### config.mk
export PLATFORM = sky130hd
export DESIGN_NAME = scc_standby_cal_ctrl
export DESIGN_NICKNAME = d
export VERILOG_FILES = /design/src/scc_pkg.sv /design/src/scc_standby_cal_ctrl.sv
export VERILOG_INCLUDE_DIRS = /design/src /design/src/src
export SDC_FILE = /design/constraint.sdc
export NUM_CORES = 1
export LEC_CHECK = 0
export BUFFER_PORTS_ARGS = -buffer_cell sky130_fd_sc_hd__buf_2
export CAP_MARGIN = 25
export CORE_ASPECT_RATIO = 1.2
export CORE_MARGIN = 3
export CORE_UTILIZATION = 42
export DETAILED_ROUTE_END_ITERATION = 7
export PLACE_DENSITY = 0.78
export REMOVE_ABC_BUFFERS = 1
export SYNTH_ARGS = -nofsm -noshare
export SYNTH_HDL_FRONTEND = slang
export SYNTH_SLANG_ARGS = --single-unit
### constraint.sdc
create_clock -name ref_clk_i -period 1.05 [get_ports ref_clk_i]
set_clock_uncertainty 0.2 [all_clocks]
set_input_delay 0.0525 -clock ref_clk_i [delete_from_list [all_inputs] [get_ports ref_clk_i]]
set_output_delay 0.0525 -clock ref_clk_i [all_outputs]
set_load 0.02 [all_outputs]
### src/scc_defs.svh
/*
 * constants for the standby and calibration control register:
 * address, reset value and bit positions.
 * assumes a 16-bit register word on a plain address/strobe port.
 */
`ifndef SCC_DEFS_SVH
`define SCC_DEFS_SVH

// ----------------------------------------
// register map
// ----------------------------------------
`define SCC_ADDR_CTRL 8'h39
`define SCC_RESET_CTRL 16'h0000

// ----------------------------------------
// field positions
// ----------------------------------------
`define SCC_BIT_RSVD_TOP 15
`define SCC_BIT_CAL_DOUBLE 13
`define SCC_BIT_ROUTE 8
`define SCC_BIT_DIAG_KEEP 7
`define SCC_BIT_GPO_KEEP 6
`define SCC_BIT_PWR_SWITCH_KEEP 5
`define SCC_BIT_REG_OFF 4
`define SCC_BIT_BIAS_KEEP 3
`define SCC_BIT_BURN_KEEP 1

// writable bits: 15, 13, 8..3, 1; bits 14, 12..9, 2, 0 read as zero
`define SCC_WRITE_MASK 16'ha1fa

`endif

### src/scc_pkg.sv
/*
 * types for the standby and calibration control block.
 * assumes scc_defs.svh supplies the numeric constants.
 */
package scc_pkg;
    typedef logic [15:0] scc_word_type;
    typedef logic [7:0] scc_addr_type;
endpackage

### src/scc_standby_cal_ctrl.sv
/*
 * standby and calibration control register with its output decoding:
 * analog regulator off, calibration range double, standby indicator
 * routing onto output pin two, diagnostic and oscillator keep-alive.
 * assumes inputs synchronous to ref_clk_i and a master that never
 * overlaps read and write strobes.
 * the oscillator and pin two outputs are registered, so they trail
 * their inputs by one clock; their consumers must tolerate that lag.
 */
`timescale 1ns/1ns
`include "scc_defs.svh"

module scc_standby_cal_ctrl
    import scc_pkg::*;
#(
    parameter int ADDR_W = 8
) (
    // clock and reset
    input wire logic ref_clk_i,
    input wire logic resetn_i,
    // register port
    input wire logic [ADDR_W-1:0] reg_addr_i,
    input wire logic [15:0] reg_wdata_i,
    input wire logic reg_wr_i,
    input wire logic reg_rd_i,
    output logic [15:0] reg_rdata_o,
    // device state
    input wire logic in_standby_i,
    input wire logic pin_two_output_enable_i,
    input wire logic pin_two_output_value_i,
    input wire logic overunder_err_enabled_i,
    input wire logic internal_clk_selected_i,
    // controls to the analog and clock blocks
    output logic analog_regulator_off_o,
    output logic cal_range_double_o,
    output logic standby_diag_keepalive_o,
    output logic gpo_keepalive_o,
    output logic pwr_switch_keepalive_o,
    output logic bias_keepalive_o,
    output logic burnout_keepalive_o,
    output logic osc_keepalive_o,
    // output pin two
    output logic output_pin_two_o,
    output logic output_pin_two_oe_o
);

    // ----------------------------------------
    // reset release
    // ----------------------------------------
    // the pin asserts reset at once; only its release waits for two edges
    logic rst_sync1_reg;
    logic rst_sync2_reg;

    always_ff @(posedge ref_clk_i or negedge resetn_i) begin
        if (!resetn_i) begin
            rst_sync1_reg <= 1'b0;
            rst_sync2_reg <= 1'b0;
        end else begin
            rst_sync1_reg <= 1'b1;
            rst_sync2_reg <= rst_sync1_reg;
        end
    end

    wire logic rst_n = rst_sync2_reg;

    function automatic logic hits_ctrl(input logic [ADDR_W-1:0] a);
        hits_ctrl = (a == ADDR_W'(`SCC_ADDR_CTRL));
    endfunction

    // ----------------------------------------
    // control register
    // ----------------------------------------
    scc_word_type ctrl_reg;
    scc_word_type ctrl_next;

    always_comb begin
        ctrl_next = ctrl_reg;
        if (reg_wr_i && hits_ctrl(reg_addr_i)) begin
            // bit fifteen is stored as written; keeping it zero is up to software
            ctrl_next = reg_wdata_i & `SCC_WRITE_MASK;
        end
    end

    always_ff @(posedge ref_clk_i or negedge rst_n) begin
        if (!rst_n) begin
            ctrl_reg <= `SCC_RESET_CTRL;
        end else begin
            ctrl_reg <= ctrl_next;
        end
    end

    // ----------------------------------------
    // read port
    // ----------------------------------------
    always_ff @(posedge ref_clk_i or negedge rst_n) begin
        if (!rst_n) begin
            reg_rdata_o <= 16'h0000;
        end else if (reg_rd_i && hits_ctrl(reg_addr_i)) begin
            reg_rdata_o <= ctrl_reg;
        end else begin
            // unmapped reads and idle cycles return zero
            reg_rdata_o <= 16'h0000;
        end
    end

    // ----------------------------------------
    // analog controls
    // ----------------------------------------
    // every control output follows ctrl_next, so it moves on the edge
    // that stores the write instead of one clock after it
    always_ff @(posedge ref_clk_i or negedge rst_n) begin
        if (!rst_n) begin
            analog_regulator_off_o <= 1'b0;
        end else begin
            analog_regulator_off_o <= ctrl_next[`SCC_BIT_REG_OFF];
        end
    end

    always_ff @(posedge ref_clk_i or negedge rst_n) begin
        if (!rst_n) begin
            cal_range_double_o <= 1'b0;
        end else begin
            cal_range_double_o <= ctrl_next[`SCC_BIT_CAL_DOUBLE];
        end
    end

    // ----------------------------------------
    // standby keep-alive controls
    // ----------------------------------------
    // diagnostics stay alive in standby only while this is high
    always_ff @(posedge ref_clk_i or negedge rst_n) begin
        if (!rst_n) begin
            standby_diag_keepalive_o <= 1'b0;
        end else begin
            standby_diag_keepalive_o <= ctrl_next[`SCC_BIT_DIAG_KEEP];
        end
    end

    always_ff @(posedge ref_clk_i or negedge rst_n) begin
        if (!rst_n) begin
            gpo_keepalive_o <= 1'b0;
        end else begin
            gpo_keepalive_o <= ctrl_next[`SCC_BIT_GPO_KEEP];
        end
    end

    always_ff @(posedge ref_clk_i or negedge rst_n) begin
        if (!rst_n) begin
            pwr_switch_keepalive_o <= 1'b0;
        end else begin
            pwr_switch_keepalive_o <= ctrl_next[`SCC_BIT_PWR_SWITCH_KEEP];
        end
    end

    always_ff @(posedge ref_clk_i or negedge rst_n) begin
        if (!rst_n) begin
            bias_keepalive_o <= 1'b0;
        end else begin
            bias_keepalive_o <= ctrl_next[`SCC_BIT_BIAS_KEEP];
        end
    end

    always_ff @(posedge ref_clk_i or negedge rst_n) begin
        if (!rst_n) begin
            burnout_keepalive_o <= 1'b0;
        end else begin
            burnout_keepalive_o <= ctrl_next[`SCC_BIT_BURN_KEEP];
        end
    end

    // ----------------------------------------
    // oscillator keep-alive
    // ----------------------------------------
    // outside standby the oscillator is never released by this block
    // in standby it may stop unless the diagnostic keep-alive bit is set
    // and an enabled voltage check on the internal clock still needs it
    always_ff @(posedge ref_clk_i or negedge rst_n) begin
        if (!rst_n) begin
            osc_keepalive_o <= 1'b1;
        end else begin
            osc_keepalive_o <= !in_standby_i ||
                (ctrl_next[`SCC_BIT_DIAG_KEEP] && overunder_err_enabled_i && internal_clk_selected_i);
        end
    end

    // ----------------------------------------
    // output pin two
    // ----------------------------------------
    // routing takes the pin over; the general-purpose settings
    // have no effect until routing is cleared again
    always_ff @(posedge ref_clk_i or negedge rst_n) begin
        if (!rst_n) begin
            output_pin_two_oe_o <= 1'b0;
        end else if (ctrl_next[`SCC_BIT_ROUTE]) begin
            output_pin_two_oe_o <= 1'b1;
        end else begin
            output_pin_two_oe_o <= pin_two_output_enable_i;
        end
    end

    // the indicator is active low: low in standby, high while converting
    always_ff @(posedge ref_clk_i or negedge rst_n) begin
        if (!rst_n) begin
            output_pin_two_o <= 1'b0;
        end else if (ctrl_next[`SCC_BIT_ROUTE]) begin
            output_pin_two_o <= !in_standby_i;
        end else begin
            output_pin_two_o <= pin_two_output_value_i;
        end
    end

endmodule

==> reports/metrics.sh, run 1 <==
POST-SYNTH-TOP-AREA-CELL='sky130_fd_sc_hd__dfrtp_1'
CPPEAKSTAGEDELAY_NS=0.54
IO_BUFFERS=44
POSTROUTEWIRELENGTH_MM=2.50
DRT_FIRST_PASS_ITERS=4
WORST_SKEW_PAIR_LATENCY_NS=0.32
POST_SYNTH_INSTANCE_AREA_UM2=980
SYNTH_TOP_FAMILY_BY_AREA='simple AND/OR/NAND/NOR gates'
CRITICAL-PATH-TOP-DELAY-FAMILY='flip-flops'
SYNTH.AVG_CELL_AREA_UM2=14.2
INITIAL_CORE_UTIL_PCT=45.8
MAXCAPVIOLCOUNT=0
SYNTH_TOP_CELLS_BY_COUNT='sky130_fd_sc_hd__dfrtp_1, sky130_fd_sc_hd__and2_1, sky130_fd_sc_hd__buf_4, sky130_fd_sc_hd__mux2_4, sky130_fd_sc_hd__nand2b_1'
MAXIMUM_NUMBER_OF_PINS_ON_ONE_NET_BEFORE_GLOBAL_ROUTE_REPAIR=19
PLACE.DETAILED.HPWL_MM=1.55
TOTAL_LEAKAGE_POWER_nW=0.870
POSTPLACECELLAREA_UM2=1240
DIE_AREA_UM2=2950
GRT_REMAINING_OVERFLOW=0
TIMING.HOLD.WS_NS=-0.0507
SEQCELLAREA_UM2=577
FINAL.SETUP.TNS_NS=-1.85
TIMING.CRITICAL_PATH.CELLS='buf_6'
RESULT_OF_THE_RUN='finished, violations left'
DOMINANTREGCELLSYNTH='sky130_fd_sc_hd__dfrtp_1'
CLOCK_SINK_COUNT=23
TIMING.FINAL.MAX_SLEW_VIOLATIONS=0
SYNTHSIMPLEGATEAREAFRAC_PCT=16.2
POWER-PER-CELL-AREA_nW_PER_UM2=993
CRIT_PATH_START_KIND='flip-flop'
YOSYS_WARNINGS=0
MIN_PATH_TYPE='input pin to flip-flop'
NETLIST-CELL-TYPE-COUNT=23
TRITONCTS='built'
ANTENNA_FOUND_INITIAL=0
ROOT_BUFFER='sky130_fd_sc_hd__clkbuf_4'
POSTLAYOUTCELLAREA_UM2=1660
SYNTH-ASYNC-RESET-RATIO_PCT=100
FINALHOLDVIOLCOUNT=4
ELEMENT_TYPE_AT_THE_CRITICAL_PATH_END='primary output'
LAYOUT_NET_COUNT=178
GRT_PASS1_WL_MM=4.04
VIOLATIONS='hold timing, setup timing'
IR_WORST_VDD_mV=0.600
SYNTH-SEQ-AREA-SHARE_PCT=58.9
MULTI_INPUT_COMB_AREA_UM2=365
NUM-FILL-CELLS=124
POST_SYNTH_INST_COUNT=69
GLOBALROUTETOTALUTIL_PCT=18.9
SETUP_REPAIR_AFTER_GLOBAL_ROUTING_MISSED_ITS_MARGIN='true'
ANTENNA-DIODE-COUNT=0
VIAS_IN_THE_FIRST_GLOBAL_ROUTE=876
CP_SLOWEST_CELL='sky130_fd_sc_hd__dfstp_2'
PATH_CLASS='flip-flop to primary output'
SETUP_VIOL=28
ROUTE.DETAILED.DRC=0
SYNTH-COMPOUND-AREA-SHARE_PCT=5.24
SYNTH_ADDER_AREA_SHARE_PCT=0
SYNTH_ENABLE_FLOP_CELLS=0
DRT_FIRST_ITER_VIOLATIONS=18
DP_WORST_SETUP_SLACK_NS=-0.350
POST_SYNTH_MAIN_AREA_CONTRIBUTORS='sky130_fd_sc_hd__dfrtp_1, sky130_fd_sc_hd__mux2_4, sky130_fd_sc_hd__and2_1'
TIMING.FMAX_MHz=829
WORST_SETUP_HOLD_PATH_CLK_SLEW_NS=0.11
FRACTION_OF_FINAL_LAYOUT_CELLS_SIZED_BEYOND_DRIVE_STRENGTH_1_PCT=53.5
MIN_PERIOD_OVER_PERIOD_PCT=115
LAYOUT_MIN_CYCLE_TIME_NS=1.21
ROUTED-VIA-COUNT=794
COREAREA_UM2=2140
CTS_INSERTED_BUFFERS=3
PLACE_CONGESTION=0.737
AREA_GROWTH_PCT=69.0
CRITPATHARRIVALTIME_NS=0.95
PLACEMENTROWS=18
POST_SYNTH_MUX_AREA_SHARE_PCT=11.9
CLOCK_TREE.HTREE_LEVEL_COUNT=1
CTSLONGESTPATHBUFFERS=2
FLOORPLAN.IO_PINS=59
DETAIL_ROUTE.VIAS_PER_CELL=4.56
NETLIST.AREA_LEADER.SHARE_PCT=56.2
FINAL_CORE_UTIL_PCT=77.4
CHIPHEIGHT_UM=58.9
POST-SYNTH-TOP-COUNT-CELL='sky130_fd_sc_hd__dfrtp_1'
YOSYS.AREA_SHARE.XOR_XNOR_PCT=0
TIMING.CRITICAL_PATH.FANOUT_MAX=1
ROUTED_WIRE_LENGTH_PER_INSTANCE_UM=14.3
SETUP_SLACK_NS=-0.156
CP_DATA_REQUIRED_TIME_NS=0.80
DIE_X_UM=50.1
YS_SEQ_ELEMENTS=23
DRTANTENNAVIOLNETS=0
CRIT_BUF_INV=1
==> placed cells by master, fill, tap and decap left out <==
| cell type | instances |
|---|---|
| sky130_fd_sc_hd__a32oi_1 | 1 |
| sky130_fd_sc_hd__mux2_2 | 1 |
| sky130_fd_sc_hd__dlygate4sd3_1 | 17 |
| sky130_fd_sc_hd__and3_2 | 1 |
| sky130_fd_sc_hd__a211o_1 | 1 |
| sky130_fd_sc_hd__mux2_4 | 7 |
| sky130_fd_sc_hd__buf_4 | 5 |
| sky130_fd_sc_hd__dfstp_2 | 1 |
| sky130_fd_sc_hd__and4_2 | 1 |
| sky130_fd_sc_hd__clkbuf_4 | 3 |
| sky130_fd_sc_hd__nand2b_1 | 2 |
| sky130_fd_sc_hd__nand2b_4 | 1 |
| sky130_fd_sc_hd__o2111ai_1 | 1 |
| sky130_fd_sc_hd__and4b_2 | 1 |
| sky130_fd_sc_hd__buf_2 | 23 |
| sky130_fd_sc_hd__dfrtp_1 | 22 |
| sky130_fd_sc_hd__nor2b_1 | 2 |
| sky130_fd_sc_hd__buf_6 | 29 |
| sky130_fd_sc_hd__conb_1 | 8 |
| sky130_fd_sc_hd__nor4b_4 | 1 |
| sky130_fd_sc_hd__o211ai_1 | 1 |
| sky130_fd_sc_hd__a31o_2 | 1 |
| sky130_fd_sc_hd__nand3_2 | 1 |
| sky130_fd_sc_hd__and2_1 | 9 |
| sky130_fd_sc_hd__a21o_2 | 1 |
| sky130_fd_sc_hd__clkbuf_1 | 1 |
| sky130_fd_sc_hd__nand3_1 | 2 |
==> area by class of cell <==
| class | instances | share of cell area, % |
|---|---|---|
| Clock buffer | 4 | 1.59 |
| Multi-Input combinational cell | 43 | 22.1 |
| Sequential cell | 23 | 34.8 |
| Tap cell | 30 | 2.27 |
| Timing Repair Buffer | 74 | 39.2 |
==> through the flow <==
stage                     total power, mW  instances
after floorplan                      1.04         66
after global placement               1.13        146
after detailed placement             1.14        146
after CTS                            1.63        174
after global routing                 1.72        174
final                                1.64        174
==> power by group <==
group / leakage (nW) / switching, mW / internal (mW)
clock network: 0.0150 / 0.255 / 0.149
registers: 0.307 / 0.0232 / 0.913
logic: 0.548 / 0.125 / 0.178
total: 0.870 / 0.403 / 1.24
==> repair_timing <==
item / in CTS / in global routing
hold endpoints to repair: 16 / 4
buffers inserted: 6 / 1
pin swaps: 2 / 5
resized for setup: 41 / 9
setup endpoints to repair: 24 / 32
hold buffers: 18 / 1
==> path summary, 6_finish.rpt <==
check / from / endpoint / slack (ns) / cells past startpoint
worst min register to register: rst_n$_DFF_PN0_ / osc_keepalive_o$_DFF_PN1_ / 0.03 / 0
worst max-delay path: osc_keepalive_o$_DFF_PN1_ / osc_keepalive_o / -0.16 / 1
min in group asynchronous: rst_n$_DFF_PN0_ / osc_keepalive_o$_DFF_PN1_ / 0.03 / 0
worst max register to register: ctrl_reg[8]$_DFF_PN0_ / output_pin_two_o$_DFF_PN0_ / -0.09 / 3
max in group asynchronous: rst_n$_DFF_PN0_ / reg_rdata_o[7]$_DFF_PN0_ / 0.07 / 1
worst min-delay path: reg_addr_i[1] / output_pin_two_o$_DFF_PN0_ / -0.05 / 5
==> layer usage <==
layer | share of wire (%) | track usage (%) | wire (um) | vias up
met2 | 54 | 34.1 | 1350 | 38
met1 | 37 | 20.1 | 930 | 380
met4 | 3.8 | 14.2 | 95 | 0
li1 | - | - | - | 369
met3 | 4.9 | 1.77 | 123 | 7
met5 | 0 | 0 | 0 | -
==> tightest hold or removal path, cell delays in order <==
cell and delay [ns]:
sky130_fd_sc_hd__buf_6 0.07, sky130_fd_sc_hd__nor4b_4 0.04, sky130_fd_sc_hd__buf_4 0.14, sky130_fd_sc_hd__o2111ai_1 0.07, sky130_fd_sc_hd__nand2b_1 0.05
==> logic make-up (layout without fill, tap and decap cells) <==
| kind of cell | count (synthesis) | after routing |
|---|---|---|
| other | 2 | 8 |
| muxes | 8 | 8 |
| DFF | 23 | 23 |
| buffers and inverters | 9 | 78 |
| AOI/OAI and AO/OA | 6 | 6 |
| and+or+nand+nor | 21 | 21 |
Power figures use the tool's default switching activity.
==> run 2: changes to the inputs <==
--- a/config.mk
+++ b/config.mk
@@ -6,13 +6,12 @@
 export SDC_FILE = /design/constraint.sdc
 export NUM_CORES = 1
 export LEC_CHECK = 0
-export BUFFER_PORTS_ARGS = -buffer_cell sky130_fd_sc_hd__buf_2
-export CAP_MARGIN = 25
 export CORE_ASPECT_RATIO = 1.2
 export CORE_MARGIN = 3
-export CORE_UTILIZATION = 42
+export CORE_UTILIZATION = 55
 export DETAILED_ROUTE_END_ITERATION = 7
-export PLACE_DENSITY = 0.78
+export DONT_BUFFER_PORTS = 1
+export PLACE_DENSITY = 0.7
 export REMOVE_ABC_BUFFERS = 1
 export SYNTH_ARGS = -nofsm -noshare
 export SYNTH_HDL_FRONTEND = slang
==> run 2 against run 1 <==
The run still ends with hold timing, setup timing left. Sequential power grew 0.6%. Clock power shrank 3%. Count of clock-buffer cells in the layout decreased by 1. Register-to-register slack hardly changed. Die area fell by 21%. Global-route usage down 1.5 points. Combinational power shrank 26%. Fmax is 4.2% higher. Routed wire length fell by 19%. Critical path depth decreased by 1. Non-clock buffer count is 40 lower. Core utilization grew 5.1 points. Largest power group unchanged.
==> reports/metrics.sh, run 2 (synthesized netlist as in run 1, its figures left out) <==
RESULT_OF_THE_RUN='finished, violations left'  # unchanged
VIOLATIONS='hold timing, setup timing'  # unchanged
SETUP_REPAIR_AFTER_GLOBAL_ROUTING_MISSED_ITS_MARGIN='true'  # unchanged
DP.CELLS=96  # was 146
CTSLONGESTPATHBUFFERS=2  # unchanged
VIAS_IN_THE_FIRST_GLOBAL_ROUTE=617  # was 876
MIN_FROM='reg_wr_i'  # was reg_addr_i[1]
SETUP_SLACK_NS=-0.107  # was -0.156 ns
DRTANTENNAVIOLNETS=0  # unchanged
DETAIL_ROUTE.VIAS_PER_CELL=5.20  # was 4.56
COREAREA_UM2=1660  # was 2140 um^2
FRACTION_OF_FINAL_LAYOUT_CELLS_SIZED_BEYOND_DRIVE_STRENGTH_1_PCT=41.3  # was 53.5%
FINAL-INSTANCE-COUNT-EXCL-FILL=122  # was 174
LAYOUT_COMMONEST_CELL='sky130_fd_sc_hd__dfrtp_1'  # was sky130_fd_sc_hd__buf_6
ROUTED_WIRE_LENGTH_PER_INSTANCE_UM=16.5  # was 14.3 um
GRT_REMAINING_OVERFLOW=0  # unchanged
PLACE.DETAILED.HPWL_MM=1.26  # was 1.55 mm
LEVELS_ON_CRIT_PATH=0  # was 1
AREA_GROWTH_PCT=39.8  # was 69.0%
FINALHOLDVIOLCOUNT=12  # was 4
TOTAL_LEAKAGE_POWER_nW=0.691  # was 0.870 nW
IO_BUFFERS=0  # was 44
CHIPHEIGHT_UM=52.2  # was 58.9 um
R2R-START='ctrl_reg[6]$_DFFE_PN0N_'  # was ctrl_reg[8]$_DFF_PN0_
CRITPATHARRIVALTIME_NS=0.90  # was 0.95 ns
SETUP_VIOL=17  # was 28
ANTENNA_FOUND_INITIAL=0  # unchanged
FIN_TOTAL_PWR_mW=1.56  # was 1.64 mW
MIN_PATH_TYPE='input pin to flip-flop'  # unchanged
MOSTFREQUENTLAYOUTCELLS='sky130_fd_sc_hd__dfrtp_1, sky130_fd_sc_hd__dlygate4sd3_1, sky130_fd_sc_hd__buf_6, sky130_fd_sc_hd__and2_1'  # was sky130_fd_sc_hd__buf_6, sky130_fd_sc_hd__buf_2, sky130_fd_sc_hd__dfrtp_1, sky130_fd_sc_hd__dlygate4sd3_1, sky130_fd_sc_hd__and2_1
INTERNAL_POWER_mW=1.19  # was 1.24 mW
CP_DATA_REQUIRED_TIME_NS=0.80  # about the same
ROUTEDLENGTHMET1_UM=739  # was 930 um
POWER-PER-CELL-AREA_nW_PER_UM2=1140  # was 993 nW/um^2
CRIT_PATH_START_KIND='flip-flop'  # unchanged
SHARE_COMB_OF_TOTAL_POWER_PCT=14.5  # was 18.5%
MET3ROUTEDLENGTH_UM=145  # was 123 um
IR_WORST_VDD_mV=0.814  # was 0.600 mV
FLOORPLAN.IO_PINS=59  # unchanged
TIMING.FMAX_MHz=864  # was 829 MHz
FF2FF_PATH_DEPTH=2  # was 3
POWER.SEQUENTIAL.FRACTION_PCT=60.4  # was 57.0%
DRT_FIRST_ITER_VIOLATIONS=0  # was 18
GLOBALROUTETOTALUTIL_PCT=17.4  # was 18.9%
LAYOUT_MIN_CYCLE_TIME_NS=1.16  # was 1.21 ns
GRT_PASS1_WL_MM=2.89  # was 4.04 mm
SEQCELLAREA_UM2=582  # was 577 um^2
ROUTED-VIA-COUNT=634  # was 794
TIMING.FINAL.MAX_SLEW_VIOLATIONS=0  # unchanged
ROUTE.DETAILED.DRC=0  # unchanged
CTS_INSERTED_BUFFERS=3  # unchanged
PATH_CLASS='flip-flop to primary output'  # unchanged
ELEMENT_TYPE_AT_THE_CRITICAL_PATH_END='primary output'  # unchanged
PLACEMENTROWS=16  # was 18
DIE_X_UM=44.5  # was 50.1 um
PLACE_CONGESTION=0.678  # was 0.737
MET2ROUTEDLENGTH_MM=1.10  # was 1.35 mm
TRITONCTS='built'  # unchanged
HIGHEST-SIGNAL-LAYER='met4'  # unchanged
NUM-FILL-CELLS=92  # was 124
DRT_FIRST_PASS_ITERS=1  # was 4
POSTROUTEWIRELENGTH_MM=2.02  # was 2.50 mm
TIMING.HOLD.WORST_PATH_DEPTH=2  # was 5
WORST_SKEW_PAIR_LATENCY_NS=0.30  # was 0.32 ns
ROOT_BUFFER='sky130_fd_sc_hd__clkbuf_4'  # unchanged
TIMING.HOLD.WS_NS=-0.270  # was -0.0507 ns
LAYOUT_NET_COUNT=138  # was 178
CLOCK_SINK_COUNT=23  # unchanged
TIMING.CRITICAL_PATH.FANOUT_MAX=1  # unchanged
CRIT_PATH_START='osc_keepalive_o$_DFF_PN1_'  # unchanged
MULTI_INPUT_COMB_AREA_UM2=368  # was 365 um^2
INITIAL_CORE_UTIL_PCT=59.0  # was 45.8%
CLOCKPOWERSHARE_PCT=25.1  # was 24.5%
NET-SWITCHING-POWER_mW=0.373  # was 0.403 mW
MIN_PERIOD_OVER_PERIOD_PCT=110  # was 115%
ANTENNA-DIODE-COUNT=0  # unchanged
MAXCAPVIOLCOUNT=0  # unchanged
HOLD_FIX_BUFFERS_AT_CTS=15  # was 18
WORST_SETUP_HOLD_PATH_CLK_SLEW_NS=0.12  # was 0.11 ns
CLOCK_TREE.HTREE_LEVEL_COUNT=1  # unchanged
MAXIMUM_NUMBER_OF_PINS_ON_ONE_NET_BEFORE_GLOBAL_ROUTE_REPAIR=22  # was 19
P_SW_SHARE_PCT=23.9  # was 24.5%
DP_WORST_SETUP_SLACK_NS=-0.207  # was -0.350 ns
DIE_AREA_UM2=2330  # was 2950 um^2
## run 2: cell count changes in the layout (fill, tap and decap cells not counted), moves of 2 or more
cell,change
sky130_fd_sc_hd__dlygate4sd3_1,-2
sky130_fd_sc_hd__buf_12,+2
sky130_fd_sc_hd__dfrtp_2,+4
sky130_fd_sc_hd__buf_4,-2
sky130_fd_sc_hd__buf_6,-15
sky130_fd_sc_hd__dfrtp_1,-4
sky130_fd_sc_hd__buf_2,-23
## run 2: final cells by class
cell class	instances	share of cell area, %
clock inverters	1	0.365
clock buffers	3	1.64
flip-flops and latches	23	42.5
repair buffers	34	27.0
multi-input cells	43	26.8
well taps	18	1.64
## run 2: path summary, 6_finish.rpt
path / endpoint / slack [ns]
max: osc_keepalive_o / -0.11
min: output_pin_two_o$_DFF_PN0_ / -0.27
max reg2reg: ctrl_reg[6]$_DFFE_PN0N_ / -0.08
min reg2reg: reg_rdata_o[15]$_DFF_PN0_ / 0.01
max in group asynchronous: rst_sync1_reg$_DFF_PN0_ / 0.23
min in group asynchronous: reg_rdata_o[15]$_DFF_PN0_ / 0.01
## run 2: stage by stage
| step | utilization (%) | area (um^2) | TNS (ns) | hold WS, ns |
|---|---|---|---|---|
| global route | 82.5 | 1370 | -1.53 | -0.260 |
| finish | 82.5 | 1370 | -1.03 | -0.270 |
| CTS | 79.9 | 1330 | -0.940 | -0.269 |
| detailed placement | 64.5 | 1070 | -3.40 | -0.443 |
| global placement | 64.5 | 1070 | -2.99 | -0.443 |
| floorplan | - | 933 | -3.52 | -0.443 |
## run 2: power groups by stage
stage / combinational, mW / clock (mW) / sequential (mW)
global route: 0.243 / 0.431 / 0.947
finish: 0.226 / 0.392 / 0.943
detailed placement: 0.134 / 0 / 0.957
floorplan: 0.0649 / 0 / 0.978
global placement: 0.132 / 0 / 0.956
CTS: 0.213 / 0.402 / 0.939
## run 2: layer usage
metal / track usage [%] / up-vias
met5: 0 / -
met4: 9.05 / 0
met3: 1.72 / 4
met2: 28.5 / 33
met1: 22.3 / 305
li1: - / 292
## run 2: timing repair
action	in CTS	in global routing
setup endpoints to repair	10	21
pin swaps	2	1
hold endpoints to repair	23	12
gates resized for setup	7	13
setup buffers	7	0
==> run 3: changes to the inputs <==
--- a/config.mk
+++ b/config.mk
@@ -11,6 +11,7 @@
 export CORE_UTILIZATION = 55
 export DETAILED_ROUTE_END_ITERATION = 7
 export DONT_BUFFER_PORTS = 1
+export GPL_TIMING_DRIVEN = 0
 export PLACE_DENSITY = 0.7
 export REMOVE_ABC_BUFFERS = 1
 export SYNTH_ARGS = -nofsm -noshare
==> run 3 against run 2 <==
The run still ends with hold timing, setup timing left. Sequential share of layout area grew 6.7 points. Non-clock buffer count shrank 17. Fmax grew 1.2%. Clock power shrank 3%. Sequential power grew 3.3%. Count of clock-buffer cells in the layout grew 1. Worst hold slack gained 0.0039 ns. Routed wire length shrank 16%. Global-route usage shrank 1.5 points. Critical endpoint unchanged. Largest cell class unchanged. Highest routed layer unchanged.
==> reports/metrics.sh, run 3 (synthesized netlist as in run 1, its figures left out) <==
GLOBALROUTETOTALUTIL_PCT=15.9  # was 17.4%
DIE_X_UM=44.5  # unchanged
DRTANTENNAVIOLNETS=0  # unchanged
TIMING.HOLD.WORST_PATH_DEPTH=2  # unchanged
MIN_PATH_TYPE='input pin to flip-flop'  # unchanged
PLACE_CONGESTION=0.636  # was 0.678
DRT_FIRST_ITER_VIOLATIONS=9  # was 0
INTERNAL_POWER_mW=1.14  # was 1.19 mW
FINAL-INSTANCE-COUNT-EXCL-FILL=105  # was 122
CP_DATA_REQUIRED_TIME_NS=0.80  # about the same
MIN_PERIOD_OVER_PERIOD_PCT=109  # was 110%
CRIT_PATH_START_KIND='flip-flop'  # unchanged
POSTROUTEWIRELENGTH_MM=1.70  # was 2.02 mm
FLOORPLAN.IO_PINS=59  # unchanged
VIOLATIONS='hold timing, setup timing'  # unchanged
WORST_SETUP_HOLD_PATH_CLK_SLEW_NS=0.12  # about the same
PLACEMENTROWS=16  # unchanged
WORSTREG2REGEND='output_pin_two_o$_DFF_PN0_'  # was ctrl_reg[6]$_DFFE_PN0N_
FINALHOLDVIOLCOUNT=12  # unchanged
CLOCK_SINK_COUNT=23  # unchanged
TRITONCTS='built'  # unchanged
CTS_INSERTED_BUFFERS=3  # unchanged
CRITPATHARRIVALTIME_NS=0.89  # was 0.90 ns
ELEMENT_TYPE_AT_THE_CRITICAL_PATH_END='primary output'  # unchanged
NUM-FILL-CELLS=118  # was 92
IR_WORST_VDD_mV=0.709  # was 0.814 mV
DIE_AREA_UM2=2330  # unchanged
CTSLONGESTPATHBUFFERS=2  # unchanged
PATH_CLASS='flip-flop to primary output'  # unchanged
AREA_GROWTH_PCT=22.0  # was 39.8%
ROUTE.DETAILED.DRC=0  # unchanged
WORST_SKEW_PAIR_LATENCY_NS=0.29  # was 0.30 ns
VIAS_IN_THE_FIRST_GLOBAL_ROUTE=537  # was 617
RESULT_OF_THE_RUN='finished, violations left'  # unchanged
LAYOUT_COMMONEST_CELL='sky130_fd_sc_hd__dlygate4sd3_1'  # was sky130_fd_sc_hd__dfrtp_1
DRT_FIRST_PASS_ITERS=3  # was 1
TIMING.CRITICAL_PATH.FANOUT_MAX=1  # unchanged
GRT_PASS1_WL_MM=2.66  # was 2.89 mm
SETUP_VIOL=6  # was 17
DP_WORST_SETUP_SLACK_NS=-0.520  # was -0.207 ns
ANTENNA-DIODE-COUNT=0  # unchanged
INITIAL_CORE_UTIL_PCT=59.0  # unchanged
POWER-PER-CELL-AREA_nW_PER_UM2=1240  # was 1140 nW/um^2
ROUTED_WIRE_LENGTH_PER_INSTANCE_UM=16.2  # was 16.5 um
FIN_TOTAL_PWR_mW=1.48  # was 1.56 mW
LAYOUT_MIN_CYCLE_TIME_NS=1.14  # was 1.16 ns
ANTENNA_FOUND_INITIAL=0  # unchanged
TIMING.HOLD.WS_NS=-0.266  # was -0.270 ns
MOSTFREQUENTLAYOUTCELLS='sky130_fd_sc_hd__dlygate4sd3_1, sky130_fd_sc_hd__dfrtp_1, sky130_fd_sc_hd__and2_1, sky130_fd_sc_hd__dfrtp_2'  # was sky130_fd_sc_hd__dfrtp_1, sky130_fd_sc_hd__dlygate4sd3_1, sky130_fd_sc_hd__buf_6, sky130_fd_sc_hd__and2_1
FRACTION_OF_FINAL_LAYOUT_CELLS_SIZED_BEYOND_DRIVE_STRENGTH_1_PCT=35.6  # was 41.3%
MAXIMUM_NUMBER_OF_PINS_ON_ONE_NET_BEFORE_GLOBAL_ROUTE_REPAIR=22  # unchanged
FINAL_CORE_UTIL_PCT=71.9  # was 82.5%
FF2FF_PATH_DEPTH=3  # was 2
HOLD_FIX_BUFFERS_AT_CTS=15  # unchanged
R2R-START='ctrl_reg[8]$_DFF_PN0_'  # was ctrl_reg[6]$_DFFE_PN0N_
SHARE_COMB_OF_TOTAL_POWER_PCT=8.5  # was 14.5%
PLACE.DETAILED.HPWL_MM=1.19  # was 1.26 mm
ROOT_BUFFER='sky130_fd_sc_hd__clkbuf_4'  # unchanged
TIMING.FINAL.MAX_SLEW_VIOLATIONS=0  # unchanged
IO_BUFFERS=0  # unchanged
SETUP_SLACK_NS=-0.0936  # was -0.107 ns
CRIT_PATH_START='osc_keepalive_o$_DFF_PN1_'  # unchanged
ROUTED-VIA-COUNT=566  # was 634
TIMING.FMAX_MHz=874  # was 864 MHz
SETUP_REPAIR_AFTER_GLOBAL_ROUTING_MISSED_ITS_MARGIN='true'  # unchanged
P_SW_SHARE_PCT=22.9  # was 23.9%
CLOCK_TREE.HTREE_LEVEL_COUNT=1  # unchanged
DP.CELLS=84  # was 96
COREAREA_UM2=1660  # unchanged
LAYOUT_NET_COUNT=121  # was 138
MAXCAPVIOLCOUNT=0  # unchanged
WORSTSETUPENDPOINT='osc_keepalive_o'  # unchanged
POWER.SEQUENTIAL.FRACTION_PCT=65.8  # was 60.4%
CHIPHEIGHT_UM=52.2  # unchanged
NET-SWITCHING-POWER_mW=0.340  # was 0.373 mW
TOTAL_LEAKAGE_POWER_nW=0.575  # was 0.691 nW
CLOCKPOWERSHARE_PCT=25.7  # was 25.1%
FINAL.SETUP.TNS_NS=-0.255  # was -1.03 ns
LEVELS_ON_CRIT_PATH=0  # unchanged
DETAIL_ROUTE.VIAS_PER_CELL=5.39  # was 5.20
R2R_SETUP_SLACK_NS=-0.08  # about the same
GRT_REMAINING_OVERFLOW=0  # unchanged
run 3: layout make-up:
type,instances,area (um^2),share of cell area (%)
Sequential cell,23,588,49.2
Multi-Input combinational cell,43,380,31.8
Timing Repair Buffer,17,178,14.9
Clock buffer,4,26.3,2.20
Tap cell,18,22.5,1.88
run 3: worst min path at each step:
stage                  start                         end  slack [ns]
floorplan           resetn_i             rst_n$_DFF_PN0_       -0.44
global placement    resetn_i     rst_sync1_reg$_DFF_PN0_       -0.44
detailed placement  resetn_i             rst_n$_DFF_PN0_       -0.44
CTS                 reg_wr_i  output_pin_two_o$_DFF_PN0_       -0.27
finish              reg_wr_i  output_pin_two_o$_DFF_PN0_       -0.27
global route        reg_wr_i  output_pin_two_o$_DFF_PN0_       -0.29
run 3: per-stage QoR:
stage	hold slack, ns	cell area, um^2
after floorplan	-0.443	933
after global placement	-0.443	956
after detailed placement	-0.443	956
after CTS	-0.274	1190
after global routing	-0.286	1190
final	-0.266	1190
run 3: power by group through the flow:
stage / Clock [mW] / Sequential, mW / Combinational, mW
finish: 0.380 / 0.974 / 0.126
global route: 0.425 / 0.980 / 0.137
CTS: 0.394 / 0.975 / 0.123
detailed placement: 0 / 0.988 / 0.0693
global placement: 0 / 0.987 / 0.0672
floorplan: 0 / 0.978 / 0.0649
run 3: repair_timing:
action                                  CTS  global route
gates cloned                              0             0
pin swaps                                 2             0
setup buffers                             2             0
endpoints found under the setup margin   37            19
gates resized for setup                  11             2
hold endpoints to repair                 23            12
run 3: routing by layer:
| metal | GRT usage, % | wire, um | up-vias |
|---|---|---|---|
| met1 | 18.2 | 600 | 277 |
| li1 | - | - | 257 |
| met5 | 0 | 0 | - |
| met2 | 27.8 | 947 | 30 |
| met3 | 3.09 | 132 | 2 |
| met4 | 7.54 | 22 | 0 |
